==> config.mk <==
export PLATFORM = sky130hd
export DESIGN_NAME = serial_flash_write_protect
export DESIGN_NICKNAME = d
export VERILOG_FILES = /design/src/flash_protect_pkg.sv /design/src/serial_flash_write_protect.sv
export SDC_FILE = /design/constraint.sdc
export NUM_CORES = 1
export LEC_CHECK = 0
export BUFFER_PORTS_ARGS = -buffer_cell sky130_fd_sc_hd__buf_2
export CAP_MARGIN = 10
export CORE_UTILIZATION = 48
export CTS_CLUSTER_SIZE = 10
export DETAILED_ROUTE_END_ITERATION = 8
export PLACE_DENSITY_LB_ADDON = 0.05
export SYNTH_ARGS = -nofsm -noshare
export SYNTH_HDL_FRONTEND = slang
export SYNTH_SLANG_ARGS = --single-unit
==> constraint.sdc <==
create_clock -name CORE_CLK -period 7.8 [get_ports CORE_CLK]
set_input_delay 1.95 -clock CORE_CLK [delete_from_list [all_inputs] [get_ports CORE_CLK]]
set_output_delay 1.95 -clock CORE_CLK [all_outputs]
set_load 0.005 [all_outputs]
==> src/flash_protect_pkg.sv <==
// Package for the serial flash write-protect front end.
// Assumes a single core clock domain; the link clock is sampled as data.
package flash_protect_pkg;

   localparam int SECTOR_COUNT = 64;
   localparam int SUBSECTOR_PER_SECTOR = 16;
   localparam logic [21:0] LAST_BYTE_ADDR = 22'h3fffff;
   localparam logic [9:0] LAST_SUBSECTOR = 10'h3ff;
   localparam int ADDR_SECTOR_LSB = 16;
   localparam int ADDR_SUBSECTOR_LSB = 12;
   localparam logic [2:0] BIT_COUNT_ZERO = 3'h0;
   localparam logic [2:0] GUARD_ALL = 3'h7;
   localparam logic [2:0] GUARD_NONE = 3'h0;
   // Power-up hold time, then cycles at 10 MHz
   localparam int POWER_HOLD_US = 100;
   localparam int CLK_MHZ = 10;
   localparam int POWER_HOLD_CYCLES = POWER_HOLD_US * CLK_MHZ;
   localparam logic [15:0] POWER_HOLD_COUNT = 16'(POWER_HOLD_CYCLES);

   typedef enum logic [2:0]
   {
      OP_NONE = 3'h0,
      OP_PROGRAM = 3'h1,
      OP_ERASE = 3'h2,
      OP_REG_WRITE = 3'h3,
      OP_LOCK_WRITE = 3'h4
   } op_e;

   typedef struct packed
   {
      op_e op;
      logic [21:0] addr;
      logic lock_value;
      logic lockdown_value;
   } request_s;

   typedef enum logic [2:0]
   {
      ST_POWERUP = 3'h1,
      ST_IDLE = 3'h2,
      ST_FRAME = 3'h4
   } state_e;

   typedef struct packed
   {
      state_e state;
      logic [15:0] power_count;
      logic [1:0] clk_sync;
      logic [1:0] sel_sync;
      logic clk_prev;
      logic [2:0] bit_count;
      logic mode_idle_high;
      logic [63:0] write_lock;
      logic [63:0] lock_down;
      logic grant;
      logic refuse;
      logic frame_done;
      logic out_en;
      logic power_ok;
      logic sample;
      logic shift;
   } state_s;

endpackage

==> src/serial_flash_write_protect.sv <==
// Write-protect decision and SPI framing checks of a serial NOR flash.
// Assumes a command decoder presents the pending request at frame end.
`timescale 1ns/1ns
module serial_flash_write_protect
   import flash_protect_pkg::*;
(
   input wire logic CORE_CLK,
   input wire logic SYS_RST,
   input wire logic LINK_CLK,
   input wire logic SELECT_N,
   input wire request_s REQUEST,
   input wire logic WRITE_ENABLE_LATCH,
   input wire logic BOTTOM_SELECT,
   input wire logic GUARD_LEVEL_BIT2,
   input wire logic GUARD_LEVEL_BIT1,
   input wire logic GUARD_LEVEL_BIT0,
   output logic GRANT,
   output logic REFUSE,
   output logic SAMPLE_STROBE,
   output logic SHIFT_STROBE,
   output logic SERIAL_OUT_LINE_OE,
   output logic IDLE_CLOCK_HIGH,
   output logic POWER_READY,
   output logic [63:0] WRITE_LOCK,
   output logic [63:0] LOCK_DOWN
);

   state_s r;
   state_s next_r;
   logic rise;
   logic fall;
   logic selected;
   logic [5:0] sector;
   logic [2:0] guard;
   logic [6:0] span;
   logic [63:0] region;
   logic in_region;
   logic modifying;
   logic allowed;
   // -----------------------------------------------------------
   // Region decode
   // -----------------------------------------------------------
   assign guard = {GUARD_LEVEL_BIT2, GUARD_LEVEL_BIT1, GUARD_LEVEL_BIT0};
   // Subsector and sector erase both answer to their whole sector
   assign sector = REQUEST.addr[ADDR_SECTOR_LSB +: 6];

   // Field n protects 2^(n-1) sectors; 7 protects the whole array
   always_comb
   begin
      span = (guard == GUARD_NONE) ? 7'h00 :
             (guard == GUARD_ALL) ? 7'(SECTOR_COUNT) :
             7'(7'h01 << (guard - 3'h1));
   end

   genvar g;
   generate
      for (g = 0; g < SECTOR_COUNT; g++)
      begin : g_region
         // Top select counts the span down from the last sector
         assign region[g] = BOTTOM_SELECT ? (7'(g) < span)
            : (7'(g) >= (7'(SECTOR_COUNT) - span));
      end
   endgenerate

   assign in_region = region[sector];
   assign modifying = (REQUEST.op != OP_NONE);
   // Region or lock bit alone is enough to block a data change
   assign allowed = r.power_ok && WRITE_ENABLE_LATCH
      && (r.bit_count == BIT_COUNT_ZERO)
      && ((REQUEST.op == OP_REG_WRITE) || (REQUEST.op == OP_LOCK_WRITE)
          || (!in_region && !r.write_lock[sector]));

   // -----------------------------------------------------------
   // Link edge detection and framing
   // -----------------------------------------------------------
   // The link clock is data here, so edges are seen one sync late
   assign rise = r.clk_sync[1] && !r.clk_prev;
   assign fall = !r.clk_sync[1] && r.clk_prev;
   assign selected = !r.sel_sync[1];

   always_comb
   begin
      next_r = r;
      next_r.clk_sync = {r.clk_sync[0], LINK_CLK};
      next_r.sel_sync = {r.sel_sync[0], SELECT_N};
      next_r.clk_prev = r.clk_sync[1];
      next_r.grant = 1'b0;
      next_r.refuse = 1'b0;
      next_r.frame_done = 1'b0;
      next_r.out_en = selected;
      next_r.sample = rise && selected;
      next_r.shift = fall && selected;
      unique case (r.state)
         ST_POWERUP:
         begin
            if (r.power_count == POWER_HOLD_COUNT)
            begin
               next_r.power_ok = 1'b1;
               next_r.state = ST_IDLE;
            end
            else
               next_r.power_count = r.power_count + 16'h1;
         end
         ST_IDLE:
         begin
            if (selected)
            begin
               // Idle level at selection gives the mode; both behave alike
               next_r.mode_idle_high = r.clk_sync[1];
               next_r.bit_count = BIT_COUNT_ZERO;
               next_r.state = ST_FRAME;
            end
         end
         ST_FRAME:
         begin
            if (rise)
               next_r.bit_count = r.bit_count + 3'h1;
            if (!selected)
            begin
               next_r.state = ST_IDLE;
               next_r.frame_done = 1'b1;
               if (modifying && allowed)
               begin
                  next_r.grant = 1'b1;
                  if (REQUEST.op == OP_LOCK_WRITE
                      && !r.lock_down[sector])
                  begin
                     next_r.write_lock[sector] = REQUEST.lock_value;
                     next_r.lock_down[sector] = REQUEST.lockdown_value;
                  end
               end
               else if (modifying)
                  next_r.refuse = 1'b1;
            end
         end
      endcase
   end

   always_ff @(posedge CORE_CLK or posedge SYS_RST)
   begin
      if (SYS_RST)
      begin
         // Reset clears lock-down, releasing frozen sectors
         r <= '{state: ST_POWERUP, clk_sync: 2'h0, sel_sync: 2'h3,
                default: '0};
      end
      else
      begin
         r <= next_r;
      end
   end

   assign GRANT = r.grant;
   assign REFUSE = r.refuse;
   assign SAMPLE_STROBE = r.sample;
   assign SHIFT_STROBE = r.shift;
   assign SERIAL_OUT_LINE_OE = r.out_en;
   assign IDLE_CLOCK_HIGH = r.mode_idle_high;
   assign POWER_READY = r.power_ok;
   assign WRITE_LOCK = r.write_lock;
   assign LOCK_DOWN = r.lock_down;

   // -----------------------------------------------------------
   // Checks
   // -----------------------------------------------------------
   a_refuse_no_wel: assert property (
      @(posedge CORE_CLK) disable iff (SYS_RST)
      (r.state == ST_FRAME && !selected && !WRITE_ENABLE_LATCH
       && modifying) |=> (!GRANT && REFUSE))
      else $error("grant without write enable");
   a_powerup_block: assert property (
      @(posedge CORE_CLK) disable iff (SYS_RST)
      !POWER_READY |-> (!GRANT && r.state == ST_POWERUP))
      else $error("grant before power ready");
   a_byte_count: assert property (
      @(posedge CORE_CLK) disable iff (SYS_RST)
      (r.state == ST_FRAME && !selected && r.bit_count != BIT_COUNT_ZERO
       && modifying) |=> (!GRANT && REFUSE))
      else $error("grant on partial byte");
   // Whole vectors, so a lock change in any frozen sector is caught
   a_lockdown_frozen: assert property (
      @(posedge CORE_CLK) disable iff (SYS_RST)
      (((WRITE_LOCK ^ $past(WRITE_LOCK)) & $past(LOCK_DOWN)) == 64'h0)
      && ((LOCK_DOWN & $past(LOCK_DOWN)) == $past(LOCK_DOWN)))
      else $error("locked-down sector changed");
   a_region_top: assert property (
      @(posedge CORE_CLK) disable iff (SYS_RST)
      (!BOTTOM_SELECT && guard == 3'h1) |-> (region[63] && !region[62]))
      else $error("top region decode wrong");
   a_region_bottom: assert property (
      @(posedge CORE_CLK) disable iff (SYS_RST)
      (BOTTOM_SELECT && guard == 3'h6) |-> (region[31] && !region[32]))
      else $error("bottom region decode wrong");
   a_oe_selected: assert property (
      @(posedge CORE_CLK) disable iff (SYS_RST)
      (r.sel_sync[1] ##1 r.sel_sync[1]) |-> !SERIAL_OUT_LINE_OE)
      else $error("output driven while deselected");
   a_lock_block: assert property (
      @(posedge CORE_CLK) disable iff (SYS_RST)
      (r.state == ST_FRAME && !selected && REQUEST.op == OP_PROGRAM
       && (WRITE_LOCK[sector] || in_region)) |=> REFUSE)
      else $error("protected program not refused");

endmodule

==> results of run 1 <==
[routing by layer]
layer  up-vias  global-route usage  part of all wire
met1      3855               0.394              0.44
met3        45              0.0566             0.071
met4         0              0.0947             0.025
li1       3376                   -                 -
met5         -                   0                 0
met2       334               0.448              0.46
[power breakdown]
group	internal (mW)	switching, mW
registers	0.852	0.0106
clock network	0.428	0.400
logic	0.0551	0.124
total	1.34	0.534
[cell type report]
cell class / instances / share of cell area
Clock buffer: 17 / 0.0413
Clock inverter: 15 / 0.0160
Inverter: 17 / 0.00668
Multi-Input combinational cell: 593 / 0.428
Sequential cell: 162 / 0.394
Tap cell: 265 / 0.0322
Timing Repair Buffer: 164 / 0.0821
[worst paths after layout]
check	endpoint	depth (start not counted)	slack [ns]
hold / removal	next_r[139]$_DFF_PP0_	0	0.36
hold reg to reg	next_r[139]$_DFF_PP0_	0	0.36
setup / recovery	REFUSE$_DFF_PP0_	12	2.10
max in group asynchronous	LOCK_DOWN[10]$_DFFE_PP0P_	3	4.63
min in group asynchronous	LOCK_DOWN[28]$_DFFE_PP0P_	2	1.64
setup reg to reg	LOCK_DOWN[35]$_DFFE_PP0P_	8	3.74
[cell families after synthesis]
| family | share of synthesized area |
|---|---|
| adder cells (fa/ha/maj) | 0.0102 |
| multiplexers | 0.126 |
| XOR/XNOR | 0.0170 |
| flip-flops | 0.415 |
| AND/OR/NAND/NOR | 0.146 |
| buffers and inverters | 0.137 |
| AO/OA/AOI/OAI | 0.149 |
[flip-flops by register name (all words and copies together) (netlist names)]
name / cells
LOCK_DOWN: 64
WRITE_LOCK: 64
r: 24
next_r: 3
GRANT: 1
IDLE_CLOCK_HIGH: 1
POWER_READY: 1
REFUSE: 1
SAMPLE_STROBE: 1
SERIAL_OUT_LINE_OE: 1
SHIFT_STROBE: 1
[layout by cell type, fill, tap and decap left out, drive strengths merged, types with 5 or more instances in the layout]
cell / instances
nor2: 37
mux2: 79
nor4bb: 5
clkbuf: 17
a221oi: 9
buf: 164
mux2i: 16
a22o: 6
o211ai: 7
clkinv: 9
a21oi: 20
inv: 21
nand3: 57
xnor2: 15
a31oi: 7
mux4: 8
and2: 9
o21a: 5
nor3: 10
nor2b: 12
a2bb2oi: 5
dfrtp: 159
o21ai: 23
nand2: 51
a22oi: 8
nand2b: 8
and3: 8
ha: 8
o22ai: 5
o21bai: 62
nand4: 37
[per-stage QoR]
step	setup slack, ns	instance area, sq um	instances
detailed placement	1.76	9710	1201
CTS	2.25	10300	1233
finish	2.10	10300	1233
global placement	1.79	9710	1201
global route	1.70	10300	1233
floorplan	1.48	9780	972
==> summary.md, run 1 <==
| Metric | Value |
|---|---|
| Post-synth top cells | dfrtp_1, buf_4, mux2_2 |
| Antenna Nets Post-Route | 0 |
| Die Height | 145 microns |
| Pin count of the biggest net entering global routing | 86 |
| Detailed Routing Iterations Pass 1 | 5 |
| Port Buf Inserts | 154 |
| Setup crit start kind | primary input |
| Num Clock Sinks | 162 |
| Wirelength, routed | 28900 microns |
| Ranking of synthesized cells by area | dfrtp_1, buf_4, mux2_2 |
| Post-synth EDFFs | 0 |
| CP Class | primary input to register |
| Vias post-DR | 7610 |
| Detailed placement HPWL | 19900 microns |
| Status | finished clean |
| Final Util | 0.522 |
| Slew Viols, Final | 0 |
| Period utilization | 0.730 |
| Delay-heaviest family, CP | simple AND/OR/NAND/NOR gates |
| DRC | 0 |
| Post-CTS Hold Fix Bufs | 0 |
| Setup-failing EPs final | 0 |
| Sequential fraction of the synthesis area | 0.415 |
| First-pass GRT wire length | 44100 microns |
| Wirelength per Cell | 23.4 microns |
| CP Launch Point | GUARD_LEVEL_BIT0 |
| Flop and latch count out of synthesis | 162 |
| Io pins | 171 |
| Die W | 145 microns |
| H-tree depth | 4 |
| Post-CTS Setup Repair Bufs | 0 |
| Share of cells above drive strength 1 | 0.300 |
| Count leader, synth | dfrtp_1 |
| Tmin final | 5.70 ns |
| Number of max-cap violations | 0 |
| Area of the multi-input gates | 4400 sq um |
| Hold Vio Cnt, Final | 0 |
| Max VDD drop | 0.148 mV |
| Fmax | 176 MHz |
| Die area | 21000 sq um |
| Ys async rst share | 1.00 |
| GP Congestion | 0.856 |
| Setup TNS | 0 ns |
| Slew Limit Headroom | 0.153 |
| Core area | 19700 sq um |
| RSZ-0062 raised after global routing | false |
| Buf/Inv on CP | 3 |
| Initial antenna violation count | 0 |
| CTS Root Buffer Type | clkbuf_16 |
| Reg-to-Reg Start | r[141]$_DFF_PP1_ |
| Worst Hold Slack | 0.355 ns |
| CTS tree | built |
| Post-Syn Area | 9780 sq um |
| N_diodes | 0 |
| Post-Syn Nets | 1016 |
| Distinct cell type count after synthesis | 71 |
| Grt total ovfl | 0 |
| Initial drt markers | 523 |
| LEAKAGE | 4.89 nW |
| Cell Rows | 51 |
| Critical path's most frequent cell | inv_1 |
| Fillers | 1816 |
| Via-to-Cell Ratio | 6.17 |
| Slowest stage delay, CP | 1.01 ns |
| Resize count post-CTS | 0 |
| Yosys warns | 0 |
| Hold Path Origin | next_r[143]$_DFF_PP0_ |
| Num CTS Buffers | 17 |
| Layout area overhead | 5.23% |
| Starting density of the core | 0.496 |
| Post-synth top area share | 0.407 |
| Worst Clk Skew | 0.00773 ns |
| Worst EP arrival | 6.07 ns |
| Crit path required time | 8.17 ns |
| Seq. cell area | 4060 sq um |
| Least-Margin Pin Slew | 1.27 ns |
| Clk slew on worst S/H paths | 0.07 ns |
| Clk buf depth | 2 |
| GRT Total Usage | 0.286 |
| Pwr dens | 182 nW/um^2 |
| Power, Total | 1.87 mW |
| Crit-path cells | buf_2, inv_1, nor3_1, inv_1, ha_1, nor4_1, nor2_1, a41oi_1, o22ai_1, a2111oi_0, and2_1, a22o_1 |
| CP max FO | 33 |
| Vias in the first global route | 7363 |
| Hold Crit Class | register to register |
| Worst-skew pair later-pin latency | 0.43 ns |
| Slowest cell on crit path | nor4_1 |
| Layout net count | 999 |
| Post-synth top area cell | dfrtp_1 |
| Cells after Synth | 972 |
| CP Capture Type | register |
| Avg Inst Size Synth | 10.1 sq um |
| Post-synth top flop | dfrtp_1 |
No activity file was read; power rests on OpenSTA's default activity.
==> run 2, diff against run 1 <==
- clock period: 7.8 -> 5.6 ns (I/O delays scaled with it)
==> run 2 against run 1 <==
Against the previous run:
- sequential power up 39%
- final cell count rose by 0.97%
- clock power grew 38%
- combinational power increased by 44%
- via count shrank 0.38%
- critical path depth rose by 1
- worst setup slack got worse by 0.74 ns
- critical path type unchanged
- highest routed layer unchanged
==> summary.md, run 2 (synthesized netlist as in run 1, its figures left out) <==
| Metric | Value |
|---|---|
| Initial antenna violation count | 0 (unchanged) |
| Fmax | 236 MHz |
| Period utilization | 0.757 |
| Post-route cell area | 10400 sq um (was 10300 sq um) |
| CTS Root Buffer Type | clkbuf_16 (unchanged) |
| Die Height | 145 microns (unchanged) |
| Hold Path Origin | next_r[143]$_DFF_PP0_ (unchanged) |
| Starting density of the core | 0.496 (unchanged) |
| Wirelength per Cell | 23.5 microns (was 23.4 microns) |
| GP Congestion | 0.873 (was 0.856) |
| Pin count of the biggest net entering global routing | 163 (was 86) |
| Pwr dens | 250 nW/um^2 (was 182 nW/um^2) |
| Setup-failing EPs final | 0 (unchanged) |
| Most frequent cells in the layout | dfrtp_1, buf_2, mux2_2 (unchanged) |
| CP Capture Type | register (unchanged) |
| Io pins | 171 (unchanged) |
| Die area | 21000 sq um (unchanged) |
| Least-Margin Pin Slew | 1.09 ns (was 1.27 ns) |
| DRC | 0 (unchanged) |
| N_diodes | 0 (unchanged) |
| Core area | 19700 sq um (unchanged) |
| Hold Crit Class | register to register (unchanged) |
| Clk buf depth | 2 (unchanged) |
| Commonest non-fill, non-tap cell in the layout | dfrtp_1 (unchanged) |
| Num CTS Buffers | 17 (unchanged) |
| Die W | 145 microns (unchanged) |
| Crit path required time | 5.97 ns (was 8.17 ns) |
| Port Buf Inserts | 154 (unchanged) |
| H-tree depth | 4 (unchanged) |
| Reg2reg path depth | 8 (unchanged) |
| Layout area overhead | 6.16% (was 5.23%) |
| Num Clock Sinks | 162 (unchanged) |
| Worst EP arrival | 4.61 ns (was 6.07 ns) |
| Setup crit start kind | primary input (unchanged) |
| CP max FO | 26 (was 33) |
| Setup TNS | 0 ns (unchanged) |
| Tmin final | 4.24 ns |
| Via-to-Cell Ratio | 6.09 (was 6.17) |
| CTS tree | built (unchanged) |
| CP Class | primary input to register (unchanged) |
| Vias in the first global route | 7539 (was 7363) |
| Detailed Routing Iterations Pass 1 | 5 (unchanged) |
| Wirelength, routed | 29200 microns (was 28900 microns) |
| Slew Viols, Final | 0 (unchanged) |
| Number of max-cap violations | 0 (unchanged) |
| Reg-to-Reg Start | r[141]$_DFF_PP1_ (unchanged) |
| Detailed placement HPWL | 20200 microns (was 19900 microns) |
| Post-CTS Setup Repair Bufs | 0 (unchanged) |
| Vias post-DR | 7581 (was 7610) |
| Antenna Nets Post-Route | 0 (unchanged) |
| Slew Limit Headroom | 0.263 (was 0.153) |
| Worst Hold Depth | 0 (unchanged) |
| CP Launch Point | GUARD_LEVEL_BIT1 (was GUARD_LEVEL_BIT0) |
| Share of cells above drive strength 1 | 0.307 (was 0.300) |
| GRT Total Usage | 0.289 (was 0.286) |
| RSZ-0062 raised after global routing | false (unchanged) |
| Worst Clk Skew | 0.0105 ns (was 0.00773 ns) |
| Cell Rows | 51 (unchanged) |
| Grt total ovfl | 0 (unchanged) |
| Post-CTS Hold Fix Bufs | 0 (unchanged) |
| Status | finished clean (unchanged) |
| Resize count post-CTS | 0 (unchanged) |
| First-pass GRT wire length | 44800 microns (was 44100 microns) |
| Clk slew on worst S/H paths | 0.07 ns (about the same) |
| Worst-skew pair later-pin latency | 0.43 ns (about the same) |
| Max VDD drop | 0.214 mV (was 0.148 mV) |
| Initial drt markers | 652 (was 523) |
| Layout net count | 1011 (was 999) |
| Hold Vio Cnt, Final | 0 (unchanged) |
| LEAKAGE | 4.94 nW (was 4.89 nW) |
| DP Area | 9820 sq um (was 9710 sq um) |
## run 2: changes by cell type in the layout (fill, tap and decap cells not counted), moves of 2 or more
cell / change
buf_12: +2
buf_4: +10
clkbuf_8: +2
clkinv_4: -2
clkinv_8: -3
inv_6: +3
inv_8: -2
## run 2: layout make-up
cell class                      instances  area, sq um
Timing Repair Buffer                  176          961
Clock buffer                           20          457
Sequential cell                       162         4060
Fill cell                            1843         9330
Inverter                               17         67.6
Multi-Input combinational cell        593         4400
Clock inverter                         12          111
Tap cell                              265          332
## run 2: where the power goes
group	switching (mW)	internal, mW	total (mW)
registers	0.0147	1.19	1.20
clock network	0.528	0.609	1.14
logic	0.174	0.0823	0.257
## run 2: per-layer routing
| metal | GRT usage | wire length (microns) |
|---|---|---|
| met5 | 0 | 0 |
| met4 | 0.0942 | 573 |
| met3 | 0.0444 | 1890 |
| met2 | 0.455 | 13600 |
| met1 | 0.408 | 13200 |
## run 2: path summary, 6_finish.rpt
path / end / slack [ns]
setup reg to reg: LOCK_DOWN[32]$_DFFE_PP0P_ / 2.07
min in group asynchronous: LOCK_DOWN[60]$_DFFE_PP0P_ / 1.16
hold / removal: next_r[139]$_DFF_PP0_ / 0.35
max in group asynchronous: WRITE_LOCK[45]$_DFFE_PP0P_ / 3.70
hold reg to reg: next_r[139]$_DFF_PP0_ / 0.35
setup / recovery: REFUSE$_DFF_PP0_ / 1.36
## run 2: through the flow
stage	hold slack [ns]	std cells	power, mW	utilization	setup slack (ns)
finish	0.351	1245	2.60	0.527	1.36
global route	0.366	1245	2.69	0.527	1.22
CTS	0.355	1245	2.61	0.527	1.43
detailed placement	0.336	1213	1.48	0.498	1.00
global placement	0.334	1213	1.47	0.498	1.03
floorplan	0.331	972	1.39	-	1.26
## run 2: critical path: stages
cell and delay (ns):
buf_2 0.26, nor3_1 0.30, inv_1 0.12, ha_1 0.41
nor4_1 0.49, buf_4 0.22, nor2_1 0.06, a41oi_1 0.25
o22ai_1 0.12, a2111oi_0 0.56, buf_4 0.21, and2_1 0.11
a22o_1 0.11
